`src/hdl/pme_wake_map.svh`:
```
`ifndef PME_WAKE_MAP_SVH
`define PME_WAKE_MAP_SVH

// register indices; byte address is four times the index
`define IDX_GLOBAL_STS   6'h00
`define IDX_RSVD_AFTER_S 6'h01
`define IDX_GLOBAL_EN    6'h02
`define IDX_RSVD_AFTER_E 6'h03
`define IDX_SRC_PERIPH   6'h04
`define IDX_SRC_PINS_A   6'h05
`define IDX_SRC_PINS_B   6'h06
`define IDX_EN_PERIPH    6'h0A
`define IDX_EN_PINS_A    6'h0B
`define IDX_EN_PINS_B    6'h0C
`define IDX_IRQ_STS      6'h10
`define IDX_IRQ_MASK     6'h11
`define IDX_LINE_LEVEL   6'h12

// field positions
`define FLAG_BIT         0
`define GEN_BIT          0
`define SMI_BIT          3
`define IRQ_WAKE_BIT     0
`define IRQ_SRC_BIT      1

// reset values
`define RST_BYTE         8'h00
`define RST_IRQ          2'h0

`endif

```
`src/hdl/pme_wake_pkg.sv`:
```
package pme_wake_pkg;
	// one byte-wide register
	typedef logic [7:0] byte_reg_t;
	// word index taken from the bus address
	typedef logic [5:0] reg_idx_t;
	// interrupt status and mask layout
	typedef logic [1:0] irq_vec_t;
endpackage

```
`src/hdl/pme_wake_status_enable.sv`:
```
// Design decision made here: the APB interface to the registers.
`include "pme_wake_map.svh"

module pme_wake_status_enable
	import pme_wake_pkg::*;
(
	// clock, standby power-on reset, enable
	input  wire logic        i_clk,
	input  wire logic        i_rst,
	input  wire logic        i_ce,
	// apb slave
	input  wire logic        i_psel,
	input  wire logic        i_penable,
	input  wire logic        i_pwrite,
	input  wire logic [7:0]  i_paddr,
	input  wire logic [31:0] i_pwdata,
	output logic      [31:0] o_prdata,
	output logic             o_pready,
	output logic             o_pslverr,
	// peripheral wake sources, level high
	input  wire logic        i_ring_indicator_second,
	input  wire logic        i_ring_indicator_first,
	input  wire logic        i_keyboard_wake,
	input  wire logic        i_mouse_wake,
	input  wire logic        i_specific_key_wake,
	input  wire logic        i_fan_speed_sense_one,
	input  wire logic        i_fan_speed_sense_two,
	// general purpose wake pins
	input  wire logic [7:0]  i_pin_group1,
	input  wire logic [2:0]  i_pin_group2_lo,
	input  wire logic        i_group_smi_status,
	input  wire logic [7:4]  i_pin_group2_hi,
	// open-drain wake line
	input  wire logic        i_wake_output_n,
	output logic             o_wake_output_n,
	output logic             o_wake_output_n_oe,
	// interrupt
	output logic             o_irq
);

	localparam int NSRC = 25; // 24 source bits plus wake line

	// raw external levels, bit 0 of periph unused
	logic [NSRC-1:0] raw;
	// three-stage synchroniser chain
	logic [NSRC-1:0] sync1;
	logic [NSRC-1:0] sync2;
	logic [NSRC-1:0] sync3;
	// agreed level after filtering
	logic [NSRC-1:0] level;
	// one-cycle rising event per bit
	logic [NSRC-1:0] rise;

	// map pins onto status bit positions
	assign raw = {i_wake_output_n,
		i_pin_group2_hi, i_group_smi_status, i_pin_group2_lo,
		i_pin_group1,
		i_fan_speed_sense_two, i_fan_speed_sense_one,
		i_specific_key_wake, i_mouse_wake, i_keyboard_wake,
		i_ring_indicator_first, i_ring_indicator_second,
		1'b0};

	// synchroniser and agreement filter per bit
	genvar g;
	generate
		for (g = 0; g < NSRC; g++) begin : gen_sync
			always_ff @(posedge i_clk or posedge i_rst) begin
				if (i_rst) begin
					sync1[g] <= 1'b0;
					sync2[g] <= 1'b0;
					sync3[g] <= 1'b0;
					level[g] <= 1'b0;
				end else if (i_ce) begin
					sync1[g] <= raw[g];
					sync2[g] <= sync1[g];
					sync3[g] <= sync2[g];
					// a change counts once stages two and three agree
					if (sync2[g] == sync3[g]) begin
						level[g] <= sync3[g];
					end
				end
			end
			// new high level is the wake event
			assign rise[g] = (sync2[g] == sync3[g]) && sync3[g] && !level[g];
		end
	endgenerate

	// per-register event vectors
	byte_reg_t ev_periph;
	byte_reg_t ev_pins_a;
	byte_reg_t ev_pins_b;
	assign ev_periph = {rise[7:1], 1'b0};
	assign ev_pins_a = rise[15:8];
	assign ev_pins_b = rise[23:16];

	// bus decode
	reg_idx_t  idx;        // word index
	logic      acc_done;   // edge where transfer completes
	logic      mapped;     // index is a known register
	logic      addr_ok;    // aligned and mapped
	logic      wr;         // write takes effect now
	byte_reg_t wbyte;      // write data low byte
	byte_reg_t rbyte;      // read data for current index

	assign idx      = i_paddr[7:2];
	assign acc_done = i_psel && i_penable && o_pready;
	assign addr_ok  = (i_paddr[1:0] == 2'h0) && mapped;
	assign wr       = acc_done && i_pwrite && addr_ok;
	assign wbyte    = i_pwdata[7:0];

	// registers
	logic      flag;          // global wake flag
	logic      gen;           // global wake enable bit
	byte_reg_t sts_periph;    // wake_source_status_periph
	byte_reg_t sts_pins_a;    // wake_source_status_pins_a
	byte_reg_t sts_pins_b;    // wake_source_status_pins_b
	byte_reg_t en_periph;     // per-source enables
	byte_reg_t en_pins_a;
	byte_reg_t en_pins_b;
	irq_vec_t  irq_sts;       // sticky interrupt causes
	irq_vec_t  irq_mask;      // interrupt mask
	logic      pend_d;        // pending as seen last cycle

	// any enabled source with status set
	logic pending;
	logic pend_rise;
	assign pending = |((sts_periph & en_periph) |
		(sts_pins_a & en_pins_a) | (sts_pins_b & en_pins_b));
	assign pend_rise = pending && !pend_d;

	// per-register write hits
	logic hit_flag;
	logic hit_periph;
	logic hit_pins_a;
	logic hit_pins_b;
	logic hit_irq;
	assign hit_flag   = wr && (idx == `IDX_GLOBAL_STS);
	assign hit_periph = wr && (idx == `IDX_SRC_PERIPH);
	assign hit_pins_a = wr && (idx == `IDX_SRC_PINS_A);
	assign hit_pins_b = wr && (idx == `IDX_SRC_PINS_B);
	assign hit_irq    = wr && (idx == `IDX_IRQ_STS);

	// read mux; reserved and unused bits read zero
	always_comb begin
		rbyte  = `RST_BYTE;
		mapped = 1'b1;
		case (idx)
			`IDX_GLOBAL_STS:   rbyte = {7'h00, flag};
			`IDX_RSVD_AFTER_S: rbyte = `RST_BYTE;
			`IDX_GLOBAL_EN:    rbyte = {7'h00, gen};
			`IDX_RSVD_AFTER_E: rbyte = `RST_BYTE;
			`IDX_SRC_PERIPH:   rbyte = sts_periph;
			`IDX_SRC_PINS_A:   rbyte = sts_pins_a;
			`IDX_SRC_PINS_B:   rbyte = sts_pins_b;
			`IDX_EN_PERIPH:    rbyte = en_periph;
			`IDX_EN_PINS_A:    rbyte = en_pins_a;
			`IDX_EN_PINS_B:    rbyte = en_pins_b;
			`IDX_IRQ_STS:      rbyte = {6'h00, irq_sts};
			`IDX_IRQ_MASK:     rbyte = {6'h00, irq_mask};
			`IDX_LINE_LEVEL:   rbyte = {7'h00, level[NSRC-1]};
			default: begin
				// unmapped: error answer, zero data
				mapped = 1'b0;
			end
		endcase
	end

	// apb answer: one wait state, data and error registered
	always_ff @(posedge i_clk or posedge i_rst) begin
		if (i_rst) begin
			o_pready  <= 1'b0;
			o_pslverr <= 1'b0;
			o_prdata  <= 32'h0000_0000;
		end else if (i_ce) begin
			// ready only for one cycle per access phase
			o_pready <= i_psel && i_penable && !o_pready;
			if (i_psel && i_penable && !o_pready) begin
				o_pslverr <= !addr_ok;
				o_prdata  <= (!i_pwrite && addr_ok) ?
					{24'h00_0000, rbyte} : 32'h0000_0000;
			end else begin
				o_pslverr <= 1'b0;
			end
		end
	end

	// global wake flag: reset only by standby power-on reset
	always_ff @(posedge i_clk or posedge i_rst) begin
		if (i_rst) begin
			flag   <= 1'b0;
			pend_d <= 1'b0;
		end else if (i_ce) begin
			pend_d <= pending;
			// set on new need; enable is not looked at
			// edge-based so a clear sticks while sources stay set
			if (pend_rise) begin
				flag <= 1'b1;
			end else if (hit_flag && wbyte[`FLAG_BIT]) begin
				flag <= 1'b0;
			end
			// zero written: no branch taken, flag holds
		end
	end

	// global enable and per-source enables
	always_ff @(posedge i_clk or posedge i_rst) begin
		if (i_rst) begin
			gen       <= 1'b0;
			en_periph <= `RST_BYTE;
			en_pins_a <= `RST_BYTE;
			en_pins_b <= `RST_BYTE;
		end else if (i_ce && wr) begin
			case (idx)
				`IDX_GLOBAL_EN: gen       <= wbyte[`GEN_BIT];
				`IDX_EN_PERIPH: en_periph <= {wbyte[7:1], 1'b0};
				`IDX_EN_PINS_A: en_pins_a <= wbyte;
				`IDX_EN_PINS_B: en_pins_b <= wbyte;
				default: begin
					// reserved and status words: nothing here
				end
			endcase
		end
	end

	// source status: set by event, cleared by writing one
	// a new event in the clearing cycle wins over the clear
	always_ff @(posedge i_clk or posedge i_rst) begin
		if (i_rst) begin
			sts_periph <= `RST_BYTE;
			sts_pins_a <= `RST_BYTE;
			sts_pins_b <= `RST_BYTE;
		end else if (i_ce) begin
			// events land whatever the enables say
			sts_periph <= (sts_periph & ~(hit_periph ? wbyte : 8'h00)) |
				ev_periph;
			sts_pins_a <= (sts_pins_a & ~(hit_pins_a ? wbyte : 8'h00)) |
				ev_pins_a;
			sts_pins_b <= (sts_pins_b & ~(hit_pins_b ? wbyte : 8'h00)) |
				ev_pins_b;
		end
	end

	// wake line: open drain, pulled low while enabled flag stands
	always_ff @(posedge i_clk or posedge i_rst) begin
		if (i_rst) begin
			o_wake_output_n    <= 1'b0;
			o_wake_output_n_oe <= 1'b0;
		end else if (i_ce) begin
			// value is always low; only the enable moves
			o_wake_output_n    <= 1'b0;
			o_wake_output_n_oe <= flag && gen;
		end
	end

	// interrupt causes: wake flag raised, any source event
	always_ff @(posedge i_clk or posedge i_rst) begin
		if (i_rst) begin
			irq_sts  <= `RST_IRQ;
			irq_mask <= `RST_IRQ;
			o_irq    <= 1'b0;
		end else if (i_ce) begin
			irq_sts[`IRQ_WAKE_BIT] <= pend_rise ||
				(irq_sts[`IRQ_WAKE_BIT] && !(hit_irq && wbyte[`IRQ_WAKE_BIT]));
			irq_sts[`IRQ_SRC_BIT] <= (|rise[23:1]) ||
				(irq_sts[`IRQ_SRC_BIT] && !(hit_irq && wbyte[`IRQ_SRC_BIT]));
			if (wr && (idx == `IDX_IRQ_MASK)) begin
				irq_mask <= wbyte[1:0];
			end
			// level output, one cycle behind the status
			o_irq <= |(irq_sts & irq_mask);
		end
	end
endmodule

```
`config.mk`:
```
export PLATFORM = sky130hd
export DESIGN_NAME = pme_wake_status_enable
export DESIGN_NICKNAME = d
export VERILOG_FILES = /design/src/hdl/pme_wake_pkg.sv /design/src/hdl/pme_wake_status_enable.sv
export VERILOG_INCLUDE_DIRS = /design/src /design/src/hdl
export SDC_FILE = /design/constraint.sdc
export NUM_CORES = 1
export LEC_CHECK = 0
export BUFFER_PORTS_ARGS = -buffer_cell sky130_fd_sc_hd__buf_2
export CAP_MARGIN = 20
export CORE_UTILIZATION = 57
export DETAILED_ROUTE_END_ITERATION = 6
export PLACE_DENSITY = 0.77
export SLEW_MARGIN = 40
export SYNTH_ARGS = -nofsm -noshare
export SYNTH_HDL_FRONTEND = slang
export SYNTH_SLANG_ARGS = --single-unit
```
`constraint.sdc`:
```
create_clock -name i_clk -period 7.2 [get_ports i_clk]
set_input_delay 0.36 -clock i_clk [delete_from_list [all_inputs] [get_ports i_clk]]
set_output_delay 0.36 -clock i_clk [all_outputs]
set_load 0.02 [all_outputs]
```
==> results_dict.tcl <==
set metrics [dict create \
    outcome "complete, no violations" \
    clk_pin_slew_ns 0.06 \
    dpl_cell_area_mm2 0.00796 \
    drv_cap 0 \
    cp_data_arrival_time_ns 2.46 \
    grt_pass1_vias 5240 \
    synth.area.mux_share_pct 14.7 \
    cts_sinks 162 \
    synth_top_area_share_pct 52.9 \
    multi_input_area_mm2 0.00331 \
    critPathMaxStageDelay_ns 0.75 \
    synth-simple-area-share_pct 12.2 \
    final_layout_size_suffix_gt1_share_pct 29.4 \
    drtAntennaViolNets 0 \
    cts_buffers 17 \
    required_ns 7.51 \
    drtIter0Drc 353 \
    synthTopCellsByArea "dfrtp_1 (53%), mux2_2 (14%), ha_1 (3.8%), a22oi_1 (3.1%), buf_4 (3.0%)" \
    synth_seq_area_share_pct 52.9 \
    h-tree-depth 4 \
    die_w_um 118 \
    syn_avg_cell_area_um2 12.4 \
    root_buffer "clkbuf_16" \
    syn2layout_area_growth_pct 11.2 \
    rows 42 \
    holdBufCountCts 0 \
    yosys_most_used_dff "dfrtp_1" \
    tightest_slew_ns 0.838 \
    drc 0 \
    cts_tree "built" \
    synth-adder-area-share_pct 3.75 \
    wl_mm 15.9 \
    p_per_area_mw_per_mm2 277 \
    clk_latency_ns 0.42 \
    max_freq_mhz 464 \
    place_hpwl_mm 11.0 \
    synth_top_family_by_area "multiplexers" \
    die_y_um 118 \
    ir_drop_v 0.000206 \
    crit_path_start_kind "flop" \
    regArea_mm2 0.00405 \
    synth_top_cell_by_area "dfrtp_1" \
    setup_slack_ns 5.05 \
    netlist_instances 617 \
    yosysWarnings 0 \
    clock_path_buffers 2 \
    netlist_top_cells_count "dfrtp_1 (162), mux2_2 (95), nand2_1 (39)" \
    relSlewSlack_pct 42.7 \
    end_kind "flop" \
    synth_xor_area_share_pct 0 \
    slowest_stage "a2111oi_0" \
    finalCriticalPeriod_ns 2.15 \
    ys_seq_elements 162 \
    setup_viol 0 \
    drt_pass1_iterations 7 \
    grt_max_degree 96 \
    cts_resized 0 \
    grtUsageTotal_pct 25.0 \
    slew_viol_final 0 \
    hold_viol_final 0 \
    vias_per_cell 5.98 \
    yosysMostFrequentCell "dfrtp_1" \
    fin_crit_sh_pct 29.9 \
    critPathKind "flop to flop" \
    antenna_cells 0 \
    ios 107 \
    fin_nets 758 \
    clock_skew_ns 0.0106 \
    rsz0062_at_grt "false" \
    syn_area_mm2 0.00767 \
    synth_compound_area_share_pct 11.4 \
    hp-class "input pin to asynchronous set/reset pin" \
    tns_ns 0 \
    vias 5101 \
    grt_pass1_wl_mm 26.8 \
    fill_cells 1046 \
    synth-edff-count 0 \
    grt_overflow 0 \
    postLayoutCoreUtil_pct 64.6 \
    finalInstanceArea_mm2 0.00853 \
    start_util_pct 58.1 \
    p_leak_nw 4.03 \
    antenna_found_initial 0 \
    wl_per_cell_um 18.7 \
    gp_congestion 0.893 \
    cts_setup_buffers 0 \
    coreArea_mm2 0.0132 \
    async_reset_ff_share_pct 100 \
    portBuffers 57 \
    synth.distinct_cells 50 \
    crit_chain "ha_1, nor2b_1, a2111oi_0, nand4_1, a22o_1" \
    preCtsSetupSlack_ns 4.54 \
    die_area_mm2 0.0139 \
    cp_max_fo 3 \
]
==> layout by cell type (no fill, tap or decap), types with 15 or more instances in the layout <==
| master | n |
|---|---|
| a22oi_1 | 32 |
| nand3b_1 | 24 |
| mux2_2 | 95 |
| a22o_1 | 26 |
| ha_1 | 23 |
| o21ai_0 | 29 |
| conb_1 | 25 |
| nor2b_1 | 19 |
| dfrtp_1 | 162 |
| clkbuf_16 | 17 |
| buf_2 | 56 |
| nand2_1 | 39 |
| inv_1 | 15 |
| nand3_1 | 21 |
==> sequential cells by signal (all words and copies together), names as in the netlist, 8 cells and up <==
register    count
sts_pins_b      8
sts_pins_a      8
sts_periph      8
level          24
o_prdata        8
sync3          24
en_pins_a       8
sync1          24
sync2          24
en_pins_b       8
==> through the flow <==
stage                     hold WS [ns]  power (mW)  instances
after floorplan                  0.470        1.42        641
after global placement           0.477        1.49        822
after detailed placement         0.488        1.53        822
after CTS                        0.149        2.38        853
after global routing            0.0955        2.49        853
final                           0.0451        2.36        853
==> kinds of logic (layout without fill, tap and decap cells) <==
kind of cell,after synthesis,count (layout)
buffers and inverters,70,106
multiplexers,99,99
AND/OR/NAND/NOR,147,147
AO/OA/AOI/OAI,115,115
flip-flops,162,162
adder cells (fa/ha/maj),23,23
other,1,25
==> worst paths after layout <==
check | startpoint | to | slack (ns) | cells past startpoint
max in group asynchronous | i_rst | sync3[24]$_DFFE_PP0P_ | 6.15 | 3
min reg2reg | sync1[12]$_DFFE_PP0P_ | sync2[12]$_DFFE_PP0P_ | 0.50 | 1
max | sync2[18]$_DFFE_PP0P_ | irq_sts[1]$_DFFE_PP0P_ | 5.05 | 5
min | i_rst | sync1[9]$_DFFE_PP0P_ | 0.05 | 2
min in group i_clk | i_pin_group2_hi[6] | sync1[22]$_DFFE_PP0P_ | 0.17 | 2
max reg2reg | sync2[18]$_DFFE_PP0P_ | irq_sts[1]$_DFFE_PP0P_ | 5.05 | 5
==> cell type report <==
cell class	instances	area share, %
Multi-Input combinational cell	409	38.9
Sequential cell	162	47.5
Tap cell	176	2.58
Timing Repair Buffer	59	3.64
Clock buffer	27	6.02
Clock inverter	4	0.558
Inverter	16	0.792
==> metal layers <==
layer	routed length (µm)	GRT usage [%]	vias up	share of wire, %
li1	-	-	2325	-
met3	751	5.14	22	4.7
met4	296	9.78	0	1.9
met1	6910	32.8	2600	43
met2	7960	40.8	154	50
met5	0	0	-	0
==> critical path, delay by kind of cell, from the launching register on <==
kind                     cells  cell delay [ns]
flip-flops                   1             0.39
AND/OR/NAND/NOR              2             0.45
AO/OA/AOI/OAI                2             1.00
adder cells (fa/ha/maj)      1             0.19
==> report_power, final <==
group	internal, mW	switching (mW)
sequential	1.06	0.104
clock	0.519	0.331
combinational	0.166	0.185
total	1.74	0.620
Power figures use the tool's default switching activity.
